===== config.mk =====
export PLATFORM = sky130hd
export DESIGN_NAME = ata_cmd
export DESIGN_NICKNAME = d
export VERILOG_FILES = /design/src/common/ata_cmd_pkg.sv /design/src/rtl/ata_cmd.sv
export SDC_FILE = /design/constraint.sdc
export NUM_CORES = 1
export LEC_CHECK = 0
export ABC_AREA = 1
export ABC_CLOCK_PERIOD_IN_PS = 2000
export BUFFER_PORTS_ARGS = -buffer_cell sky130_fd_sc_hd__clkbuf_2
export CAP_MARGIN = 20
export CORE_MARGIN = 2
export CORE_UTILIZATION = 49
export DETAILED_ROUTE_END_ITERATION = 8
export PLACE_DENSITY = 0.78
export SYNTH_ARGS = -nofsm -noshare
export SYNTH_HDL_FRONTEND = slang
export SYNTH_SLANG_ARGS = --single-unit

===== constraint.sdc =====
create_clock -name clk_in -period 2 [get_ports clk_in]
set_input_delay 0.1 -clock clk_in [delete_from_list [all_inputs] [get_ports clk_in]]
set_output_delay 0.1 -clock clk_in [all_outputs]
set_load 0.02 [all_outputs]

===== src/common/ata_cmd_pkg.sv =====
// Shared constants and types for the ATA command interpreter block
package ata_cmd_pkg;
   // Command codes
   localparam logic [7:0] CMD_DIAG = 8'h90;
   localparam logic [7:0] CMD_FLUSH = 8'he7;
   localparam logic [7:0] CMD_FORMAT = 8'h50;
   localparam logic [7:0] CMD_IDENT = 8'hec;
   // Diagnostic result codes and the abort error code
   localparam logic [7:0] DIAG_OK = 8'h01;
   localparam logic [7:0] DIAG_FMT = 8'h02;
   localparam logic [7:0] DIAG_BUF = 8'h03;
   localparam logic [7:0] DIAG_ECC = 8'h04;
   localparam logic [7:0] DIAG_CPU = 8'h05;
   localparam logic [7:0] DIAG_SLAVE = 8'h80;
   localparam logic [7:0] ERR_ABORT = 8'h04;
   // Field positions
   localparam int DRV_BIT = 4;
   localparam int LBA_BIT = 6;
   // Sector geometry, identify words and format pattern
   localparam int SECTOR_WORDS = 256;
   localparam logic [15:0] ID_W5 = 16'h0200;
   localparam int W_CFG = 0;
   localparam int W_CYL = 1;
   localparam int W_HEADS = 3;
   localparam int W_W5 = 5;
   localparam int W_SPT = 6;
   localparam int W_CAP_HI = 7;
   localparam int W_CAP_LO = 8;
   localparam int W_SN_FIRST = 10;
   localparam int W_SN_LAST = 19;
   localparam logic [15:0] FORMAT_PATTERN = 16'hffff;
   // Reset values
   localparam logic [7:0] ERR_RST = 8'h00;

   typedef struct packed {
      logic [7:0] command;
      logic [7:0] sector_count;
      logic [7:0] drive_head;
   } task_file_t;

   typedef struct packed {
      logic busy;
      logic ready;
      logic seek_complete_flag;
      logic drq;
      logic err;
   } status_t;

   typedef enum logic [6:0] {
      ST_IDLE = 7'b0000001,
      ST_DIAG = 7'b0000010,
      ST_FLUSH = 7'b0000100,
      ST_IDENT = 7'b0001000,
      ST_FMT_RX = 7'b0010000,
      ST_FMT_WR = 7'b0100000,
      ST_DONE = 7'b1000000
   } state_t;
endpackage : ata_cmd_pkg


===== src/rtl/ata_cmd.sv =====
// Command interpreter and data FIFO for the ATA task-file command block
`timescale 1ns/1ps
`default_nettype none

module word_fifo #(
   parameter int WIDTH = 16,
   parameter int DEPTH = 16
) (
   input wire logic clk_in,
   input wire logic rst_n_in,
   input wire logic [WIDTH-1:0] wr_data_in,
   input wire logic wr_valid_in,
   output logic wr_ready_out,
   output logic [WIDTH-1:0] rd_data_out,
   output logic rd_valid_out,
   input wire logic rd_ready_in
);
   localparam int AW = $clog2(DEPTH);
   logic [WIDTH-1:0] mem [DEPTH];
   logic [AW:0] wr_ptr_r;
   logic [AW:0] rd_ptr_r;
   logic do_wr;
   logic do_rd;

   assign wr_ready_out = (wr_ptr_r - rd_ptr_r) != (AW+1)'(DEPTH);
   assign rd_valid_out = wr_ptr_r != rd_ptr_r;
   assign rd_data_out = mem[rd_ptr_r[AW-1:0]];
   assign do_wr = wr_valid_in && wr_ready_out;
   assign do_rd = rd_valid_out && rd_ready_in;

   always_ff @(posedge clk_in) begin
      if (do_wr) begin
         mem[wr_ptr_r[AW-1:0]] <= wr_data_in;
      end
   end

   always_ff @(posedge clk_in) begin
      if (!rst_n_in) begin
         wr_ptr_r <= '0;
         rd_ptr_r <= '0;
      end else begin
         if (do_wr) begin
            wr_ptr_r <= wr_ptr_r + 1'b1;
         end
         if (do_rd) begin
            rd_ptr_r <= rd_ptr_r + 1'b1;
         end
      end
   end
endmodule : word_fifo

module ata_cmd #(
   parameter logic [15:0] CFG_CARD = 16'h1234,  // Arbitrary value
   parameter logic [15:0] CFG_FIXED = 16'h5678, // Arbitrary value
   parameter logic [15:0] CYLINDERS = 16'h0100,
   parameter logic [15:0] HEADS = 16'h0010,
   parameter logic [15:0] SPT = 16'h0020,
   parameter logic [31:0] CAPACITY = 32'h00020000,
   parameter logic [159:0] SERIAL = {20{8'h20}},
   parameter bit FLUSH_SUPPORTED = 1'b1,
   parameter bit IS_SLAVE = 1'b0,
   parameter int FIFO_DEPTH = 16
) (
   // Clock and reset
   input wire logic clk_in,
   input wire logic rst_n_in,
   // Configuration straps
   input wire logic fixed_disk_mode_in,
   // Command issue
   input wire ata_cmd_pkg::task_file_t tf_in,
   input wire logic cmd_strobe_in,
   // Self-test and slave results
   input wire logic [3:0] selftest_fail_in,
   input wire logic slave_fail_in,
   // Write cache and media interface
   output logic flush_req_out,
   input wire logic cache_empty_in,
   output logic [7:0] fmt_count_out,
   output logic [15:0] media_data_out,
   output logic media_valid_out,
   input wire logic media_ready_in,
   // Host data port
   output logic [15:0] rd_data_out,
   output logic rd_valid_out,
   input wire logic rd_ready_in,
   input wire logic [15:0] wr_data_in,
   input wire logic wr_valid_in,
   output logic wr_ready_out,
   // Result
   output ata_cmd_pkg::status_t status_out,
   output logic [7:0] error_out,
   output logic intrq_out
);
   ata_cmd_pkg::state_t state_r;
   logic [8:0] word_cnt_r;
   logic [8:0] fmt_left_r;
   logic [7:0] error_r;
   logic intrq_r;
   logic flush_r;
   logic [7:0] fmt_count_r;
   logic [15:0] media_data_r;
   logic media_valid_r;
   logic [1:0] mode_sync_r;
   logic [1:0] cache_sync_r;
   logic [15:0] id_word;
   logic [15:0] fifo_out;
   logic fifo_valid;
   logic fifo_in_ready;
   logic fifo_push;
   logic drive_sel;
   logic [15:0] rd_data_r;
   logic rd_valid_r;
   logic [7:0] diag_code;
   logic [3:0] sn_idx;
   logic [8:0] id_idx;

   // Mode strap and cache status come from outside this domain
   always_ff @(posedge clk_in) begin
      if (!rst_n_in) begin
         mode_sync_r <= 2'b00;
         cache_sync_r <= 2'b00;
      end else begin
         mode_sync_r <= {mode_sync_r[0], fixed_disk_mode_in};
         cache_sync_r <= {cache_sync_r[0], cache_empty_in};
      end
   end

   assign drive_sel = tf_in.drive_head[ata_cmd_pkg::DRV_BIT];

   // Self-test faults are prioritised lowest unit first
   always_comb begin
      diag_code = ata_cmd_pkg::DIAG_OK;
      if (selftest_fail_in[0]) begin
         diag_code = ata_cmd_pkg::DIAG_FMT;
      end else if (selftest_fail_in[1]) begin
         diag_code = ata_cmd_pkg::DIAG_BUF;
      end else if (selftest_fail_in[2]) begin
         diag_code = ata_cmd_pkg::DIAG_ECC;
      end else if (selftest_fail_in[3]) begin
         diag_code = ata_cmd_pkg::DIAG_CPU;
      end else if (mode_sync_r[1] && slave_fail_in) begin
         diag_code = ata_cmd_pkg::DIAG_SLAVE | 8'h01;
      end
   end

   // Look one word ahead on an accept, so the reload is the next word
   assign id_idx = word_cnt_r + 9'(rd_valid_r && rd_ready_in);
   assign sn_idx = 4'(id_idx - 9'(ata_cmd_pkg::W_SN_FIRST));

   // Identify sector contents; unlisted words read zero
   always_comb begin
      id_word = 16'h0000;
      case (id_idx)
         9'(ata_cmd_pkg::W_CFG): id_word = mode_sync_r[1] ? CFG_FIXED
                                                         : CFG_CARD;
         9'(ata_cmd_pkg::W_CYL): id_word = CYLINDERS;
         9'(ata_cmd_pkg::W_HEADS): id_word = HEADS;
         9'(ata_cmd_pkg::W_W5): id_word = ata_cmd_pkg::ID_W5;
         9'(ata_cmd_pkg::W_SPT): id_word = SPT;
         9'(ata_cmd_pkg::W_CAP_HI): id_word = CAPACITY[31:16];
         9'(ata_cmd_pkg::W_CAP_LO): id_word = CAPACITY[15:0];
         default: begin
            if (id_idx >= 9'(ata_cmd_pkg::W_SN_FIRST) &&
                id_idx <= 9'(ata_cmd_pkg::W_SN_LAST)) begin
               id_word = SERIAL[(9 - sn_idx) * 16 +: 16];
            end
         end
      endcase
   end

   // Host write data of format passes through the FIFO
   assign fifo_push = wr_valid_in && wr_ready_out &&
                      state_r == ata_cmd_pkg::ST_FMT_RX;

   word_fifo #(
      .WIDTH(16),
      .DEPTH(FIFO_DEPTH)
   ) u_fifo (
      .clk_in(clk_in),
      .rst_n_in(rst_n_in),
      .wr_data_in(wr_data_in),
      .wr_valid_in(fifo_push),
      .wr_ready_out(fifo_in_ready),
      .rd_data_out(fifo_out),
      .rd_valid_out(fifo_valid),
      .rd_ready_in(1'b1) // Buffer data is dropped unused
   );

   always_ff @(posedge clk_in) begin
      if (!rst_n_in) begin
         wr_ready_out <= 1'b0;
      end else begin
         // Drop ready only once the last word is taken; a gap in host
         // valid before the last word must not stall the sector
         wr_ready_out <= fifo_in_ready &&
                         state_r == ata_cmd_pkg::ST_FMT_RX &&
                         !(fifo_push && word_cnt_r ==
                           9'(ata_cmd_pkg::SECTOR_WORDS - 1));
      end
   end

   // Main sequencer
   always_ff @(posedge clk_in) begin
      if (!rst_n_in) begin
         state_r <= ata_cmd_pkg::ST_IDLE;
         word_cnt_r <= '0;
         fmt_left_r <= '0;
         error_r <= ata_cmd_pkg::ERR_RST;
      end else begin
         case (state_r)
            ata_cmd_pkg::ST_IDLE: begin
               word_cnt_r <= '0;
               if (cmd_strobe_in &&
                   (mode_sync_r[1] || drive_sel == IS_SLAVE)) begin
                  error_r <= ata_cmd_pkg::ERR_RST;
                  case (tf_in.command)
                     ata_cmd_pkg::CMD_DIAG:
                        state_r <= ata_cmd_pkg::ST_DIAG;
                     ata_cmd_pkg::CMD_FLUSH: begin
                        if (FLUSH_SUPPORTED) begin
                           state_r <= ata_cmd_pkg::ST_FLUSH;
                        end else begin
                           error_r <= ata_cmd_pkg::ERR_ABORT;
                           state_r <= ata_cmd_pkg::ST_DONE;
                        end
                     end
                     ata_cmd_pkg::CMD_IDENT:
                        state_r <= ata_cmd_pkg::ST_IDENT;
                     ata_cmd_pkg::CMD_FORMAT: begin
                        state_r <= ata_cmd_pkg::ST_FMT_RX;
                        if (tf_in.drive_head[ata_cmd_pkg::LBA_BIT]) begin
                           fmt_left_r <= (tf_in.sector_count == 8'h00) ?
                              9'h100 : {1'b0, tf_in.sector_count};
                        end else begin
                           fmt_left_r <= 9'h001;
                        end
                     end
                     default: state_r <= ata_cmd_pkg::ST_IDLE;
                  endcase
               end
            end
            ata_cmd_pkg::ST_DIAG: begin
               error_r <= diag_code;
               state_r <= ata_cmd_pkg::ST_DONE;
            end
            ata_cmd_pkg::ST_FLUSH: begin
               if (cache_sync_r[1]) begin
                  state_r <= ata_cmd_pkg::ST_DONE;
               end
            end
            ata_cmd_pkg::ST_IDENT: begin
               if (rd_valid_r && rd_ready_in) begin
                  if (word_cnt_r == 9'(ata_cmd_pkg::SECTOR_WORDS - 1)) begin
                     state_r <= ata_cmd_pkg::ST_DONE;
                  end
                  word_cnt_r <= word_cnt_r + 9'h001;
               end
            end
            ata_cmd_pkg::ST_FMT_RX: begin
               if (fifo_push && wr_ready_out) begin
                  if (word_cnt_r == 9'(ata_cmd_pkg::SECTOR_WORDS - 1)) begin
                     word_cnt_r <= '0;
                     state_r <= ata_cmd_pkg::ST_FMT_WR;
                  end else begin
                     word_cnt_r <= word_cnt_r + 9'h001;
                  end
               end
            end
            ata_cmd_pkg::ST_FMT_WR: begin
               if (media_valid_r && media_ready_in) begin
                  if (word_cnt_r == 9'(ata_cmd_pkg::SECTOR_WORDS - 1)) begin
                     word_cnt_r <= '0;
                     fmt_left_r <= fmt_left_r - 9'h001;
                     if (fmt_left_r == 9'h001) begin
                        state_r <= ata_cmd_pkg::ST_DONE;
                     end
                  end else begin
                     word_cnt_r <= word_cnt_r + 9'h001;
                  end
               end
            end
            ata_cmd_pkg::ST_DONE: state_r <= ata_cmd_pkg::ST_IDLE;
            default: state_r <= ata_cmd_pkg::ST_IDLE;
         endcase
      end
   end

   // Identify read port registered; held until the host takes it
   always_ff @(posedge clk_in) begin
      if (!rst_n_in) begin
         rd_data_r <= 16'h0000;
         rd_valid_r <= 1'b0;
      end else if (state_r == ata_cmd_pkg::ST_IDENT &&
                   (!rd_valid_r || rd_ready_in) &&
                   !(rd_valid_r && word_cnt_r ==
                     9'(ata_cmd_pkg::SECTOR_WORDS - 1))) begin
         rd_valid_r <= 1'b1;
         rd_data_r <= id_word;
      end else if (rd_ready_in) begin
         rd_valid_r <= 1'b0;
      end
   end

   assign rd_data_out = rd_data_r;
   assign rd_valid_out = rd_valid_r;

   // Media side: flush request and format pattern
   always_ff @(posedge clk_in) begin
      if (!rst_n_in) begin
         flush_r <= 1'b0;
         media_valid_r <= 1'b0;
         media_data_r <= 16'h0000;
         fmt_count_r <= 8'h00;
      end else begin
         flush_r <= state_r == ata_cmd_pkg::ST_FLUSH;
         media_valid_r <= state_r == ata_cmd_pkg::ST_FMT_WR &&
                          !(media_valid_r && media_ready_in &&
                            word_cnt_r ==
                            9'(ata_cmd_pkg::SECTOR_WORDS - 1) &&
                            fmt_left_r == 9'h001);
         media_data_r <= ata_cmd_pkg::FORMAT_PATTERN;
         fmt_count_r <= fmt_left_r[7:0];
      end
   end

   // Status and interrupt
   always_ff @(posedge clk_in) begin
      if (!rst_n_in) begin
         intrq_r <= 1'b0;
         status_out <= '0;
      end else begin
         intrq_r <= state_r == ata_cmd_pkg::ST_DONE ||
                    (state_r == ata_cmd_pkg::ST_IDENT &&
                     word_cnt_r == 9'h000 && !rd_valid_r);
         status_out.busy <= state_r != ata_cmd_pkg::ST_IDLE &&
                            state_r != ata_cmd_pkg::ST_DONE &&
                            state_r != ata_cmd_pkg::ST_IDENT &&
                            !(state_r == ata_cmd_pkg::ST_FMT_RX);
         status_out.ready <= 1'b1;
         status_out.seek_complete_flag <= 1'b1;
         status_out.drq <= state_r == ata_cmd_pkg::ST_IDENT ||
                           state_r == ata_cmd_pkg::ST_FMT_RX;
         status_out.err <= error_r == ata_cmd_pkg::ERR_ABORT &&
                           state_r != ata_cmd_pkg::ST_DIAG;
      end
   end

   assign error_out = error_r;
   assign intrq_out = intrq_r;
   assign flush_req_out = flush_r;
   assign media_valid_out = media_valid_r;
   assign media_data_out = media_data_r;
   assign fmt_count_out = fmt_count_r;

   a_flush_wait: assert property (@(posedge clk_in) disable iff (!rst_n_in)
      state_r == ata_cmd_pkg::ST_FLUSH && !cache_sync_r[1]
      |=> state_r == ata_cmd_pkg::ST_FLUSH)
      else $error("flush ended before cache empty");
   a_diag_code: assert property (@(posedge clk_in) disable iff (!rst_n_in)
      state_r == ata_cmd_pkg::ST_DIAG |=> error_r == $past(diag_code))
      else $error("diagnostic code not stored");
   a_diag_ok: assert property (@(posedge clk_in) disable iff (!rst_n_in)
      state_r == ata_cmd_pkg::ST_DIAG && selftest_fail_in == 4'h0 &&
      !mode_sync_r[1] |=> error_r == ata_cmd_pkg::DIAG_OK)
      else $error("wrong no-error code");
   a_done_irq: assert property (@(posedge clk_in) disable iff (!rst_n_in)
      state_r == ata_cmd_pkg::ST_DONE |=> intrq_r && !status_out.busy)
      else $error("no interrupt at completion");
   a_fmt_pattern: assert property (@(posedge clk_in) disable iff (!rst_n_in)
      media_valid_r |-> media_data_r == ata_cmd_pkg::FORMAT_PATTERN)
      else $error("format pattern wrong");
   a_id_gap_zero: assert property (@(posedge clk_in) disable iff (!rst_n_in)
      id_idx == 9'h002 || id_idx > 9'(ata_cmd_pkg::W_SN_LAST)
      |-> id_word == 16'h0000)
      else $error("reserved identify word nonzero");
   a_fmt_count: assert property (@(posedge clk_in) disable iff (!rst_n_in)
      state_r == ata_cmd_pkg::ST_IDLE && cmd_strobe_in &&
      (mode_sync_r[1] || drive_sel == IS_SLAVE) &&
      tf_in.command == ata_cmd_pkg::CMD_FORMAT &&
      tf_in.drive_head[ata_cmd_pkg::LBA_BIT] && tf_in.sector_count == 8'h00
      |=> fmt_left_r == 9'h100)
      else $error("zero sector count not 256");
   a_card_select: assert property (@(posedge clk_in) disable iff (!rst_n_in)
      state_r == ata_cmd_pkg::ST_IDLE && cmd_strobe_in && !mode_sync_r[1] &&
      drive_sel != IS_SLAVE |=> state_r == ata_cmd_pkg::ST_IDLE)
      else $error("unselected card ran a command");
endmodule : ata_cmd

`default_nettype wire


==> summary.md <==
| Metric | Value |
|---|---|
| Outcome | `finished clean` |
| Max Transition Viols Final | `0` |
| Via count | `4480` |
| IO Pins | `111` |
| Total clock sinks | `between 60 and 70` |
| Largest area contributor in the netlist | `dfxtp_1` |
| DR pass1 iterations | `5` |
| Crit path kind | `register to register` |
| CTS Buf Count | `9` |
| Die height | `a little under 100 um` |
| Post-Route WL | `between 10000 and 15000 um` |
| DR DRC count | `0` |
| Fmax | `528 MHz` |
| Least-Margin Pin Slew | `0.531 ns` |
| Max-Cap Viols | `0` |
| Grt ovf | `0` |
| Initial antenna violation count | `0` |
| Die Area | `9700 um2` |
| Crit path max fanout | `7` |
| Synth Area in Simple Gates | `39.7%` |
| VDD IR max | `about 0.6 mV` |
| Hold/Removal Path Class | `primary input to register` |
| Layout area overhead | `17.6%` |
| RSZ-0062 raised after global routing | `true` |
| Crit path time final | `1.89 ns` |
| Yosys reg bits | `69` |
| Final net count | `822` |
| CTS root buf | `clkbuf_8` |
| H-tree levels | `3` |
| WL/cell | `12.5 um` |
| Port bufs | `80` |
| Crit share post-route | `a little over nine tenths` |
| CP max-delay cell | `dfxtp_2` |
| Synth Area in Compound Gates | `8.46%` |
| Placer Congestion | `0.937` |
| Slew headroom | `64.5%` |
| Final setup violation count | `0` |
| Xor-xnor portion of the synthesized cell area | `1.80%` |
| Startpoint types | `register` |
| Post-synthesis sequential area ratio | `31.6%` |
| Largest net degree at the start of global routing | `42` |
| Post-synthesis adder-cell area fraction | `4.00%` |
| Worst-skew pair later-pin latency | `~0.36 ns` |
| Yosys warning count | `0` |
| CP Cell Sequence | `buf_4 -> ha_2 -> ha_2 -> nand2_2 -> inv_1 -> nand2_2 -> nand2_1 -> nand3_1 -> nand2_1 -> nor2_4 -> nand3_1 -> nand3_1 -> nand2_1 -> inv_1` |
| Leakage Power | `2.67 nW` |
| Clock Pin Slew Worst Setup and Hold Paths | `0.08 ns` |
| Synthesized area | `4380 um2` |
| Iter 0 DRT Violations | `around 250` |
| Core Util, Final | `59.3%` |
| Synth top area cells | `dfxtp_1 (32%), nand2_1 (15%), inv_1 (7.4%), nand3_1 (6.9%), nor2_1 (6.3%)` |
| Synth Area per Inst | `around 6.5 um2` |
| CTS tree | `yes` |
| Power Density | `1050 nW/um2` |
| Largest family of logic cells by synthesized area | `simple AND/OR/NAND/NOR gates` |
| Fin. Hold Viols | `0` |
| Crit end category | `register` |
| Std-Cell Rows | `34` |
| Via density | `5.16` |
| Core area | `8680 um2` |
| Worst EP arrival | `approximately 2.2 ns` |
| Largest stage delay, worst path | `between 0.3 and 0.4 ns` |
| Initial Utilization | `50.4%` |
| Ant diodes | `0` |
| DP Worst Slack | `-0.0453 ns` |
| Synth Instances | `673` |
| Mux share of post-synthesis cell area | `0%` |
| Total track usage | `22.3%` |
| Clk buf depth | `2` |
| First-pass GRT wire length | `roughly 18000 um` |
| Final HPWL DP | `8070 um` |
| Share of cells above drive strength 1 | `23.9%` |
| Distinct cell type count after synthesis | `43` |
| Die Wd | `98.5 um` |
| Vias in the first global route | `4073` |
| Req. time, crit path | `about 2.3 ns` |
| Setup WS post-layout | `between 0.1 and 0.15 ns` |
| Setup TNS | `0 ns` |
| Final antenna-violating net count | `0` |
| Max Clock Skew | `0.00441 ns` |
| Post-synth top area share | `31.6%` |
-- Yosys cell counts (all sizes together) --
library cell / count
a211o: 1
a211oi: 1
a21boi: 1
a21o: 1
a21oi: 34
a22oi: 1
and3: 1
buf: 37
clkbuf: 4
clkinv: 1
conb: 1
dfxtp: 69
ha: 14
inv: 91
nand2: 185
nand3: 63
nand3b: 3
nand4: 16
nor2: 89
nor2b: 1
nor3: 14
nor4: 5
o2111ai: 1
o211ai: 1
o21a: 1
o21ai: 26
o31ai: 1
or2: 1
xnor2: 3
xor2: 6
-- layout by cell type, fill, tap and decap left out, types with 2 or more instances in the layout --
cell           netlist  layout
a21oi_1             34      34
dlygate4sd3_1        0       2
xor2_1               6       6
buf_4               31      22
nand2_4              3       3
o21ai_1              5       6
nor3_4               1       2
ha_1                14      10
nand3_2              3       7
nand2_1            172     167
clkbuf_2             0      80
conb_1               1       8
nor2_4               5      12
inv_1               86      86
inv_2                5       5
nor2_2              10       6
clkinvlp_4           0       2
clkinv_2             0       3
clkbuf_8             0       9
ha_2                 0       3
dfxtp_2              0       4
nand3_1             60      56
nor4_1               5       5
nand4_1             15      15
dfxtp_1             69      65
nand2_2             10      15
o21ai_0             21      19
nor3_1              11      10
xnor2_1              3       3
nand3b_1             3       3
nor2_1              74      71
nor3_2               2       2
-- area by class of cell --
type	instances	area [um2]
Inverter	92	348
Tap cell	108	135
Clock buffer	10	128
Clock inverter	6	38.8
Timing Repair Buffer	105	606
Multi-Input combinational cell	478	2500
Sequential cell	69	1390
Fill cell	800	3530
-- logic make-up (layout without fill, tap and decap cells) --
kind of cell,count (synthesis),in the layout
AOI/OAI and AO/OA,69,69
xor gates and xnor gates,9,9
adders and majority gates,14,14
buffers and inverters,133,213
DFF,69,69
other,1,8
and+or+nand+nor,378,378
-- final timing paths --
kind                       start              to  depth (start not counted)  slack [ns]
setup / recovery   word_cnt_r[0]  rd_data_out[9]                         14        0.11
hold / removal       rd_ready_in    rd_valid_out                          4        0.03
hold reg to reg   mode_sync_r[0]  mode_sync_r[1]                          2        0.42
setup reg to reg   word_cnt_r[0]  rd_data_out[9]                         14        0.11
-- power breakdown --
group,internal [mW],switching (mW)
clock,0.448,0.583
sequential,1.56,0.162
combinational,0.913,1.73
total,2.92,2.47
-- registers in the layout (all words and copies together) (netlist names), 2 cells and up --
register and cells:
cache_sync_r 2, error_out 4, fmt_count_out 8, fmt_left_r 9
mode_sync_r 2, rd_data_out 9, state_r 7, status_out 3
u_fifo.rd_ptr_r 5, u_fifo.wr_ptr_r 5, word_cnt_r 9
-- per-layer routing --
| metal | part of all wire (%) | global-route usage, % |
|---|---|---|
| met4 | 2.3 | 10.3 |
| met1 | 43 | 27.2 |
| met3 | 5.3 | 3.19 |
| met2 | 49 | 39.0 |
| met5 | 0 | 0 |
-- critical path: cells and delay by family, from the launching register on --
kind / cells / cell delay [ns]
AND/OR/NAND/NOR: 9 / 0.85
flip-flops: 1 / 0.34
adder cells (fa/ha/maj): 2 / 0.38
buffers and inverters: 3 / 0.27
-- metrics by stage --
step | std cells | power, mW | cell area [um2] | hold WS (ns)
floorplan | 680 | 3.63 | 4410 | 0.128
global placement | 847 | 4.11 | 4830 | 0.282
detailed placement | 847 | 4.19 | 4830 | 0.288
CTS | 867 | 5.26 | 5050 | 0.0125
global route | 868 | 5.80 | 5140 | 0.0131
finish | 868 | 5.39 | 5140 | 0.0263
-- what timing repair did --
| action | in CTS | in global routing |
|---|---|---|
| endpoints found under the hold margin | 2 | 0 |
| hold buffers | 2 | 0 |
| gates resized for setup | 4 | 27 |
| pin swaps | 2 | 8 |
| buffers inserted | 2 | 1 |
| endpoints found under the setup margin | 14 | 33 |
(Power assumes the default switching activity.)
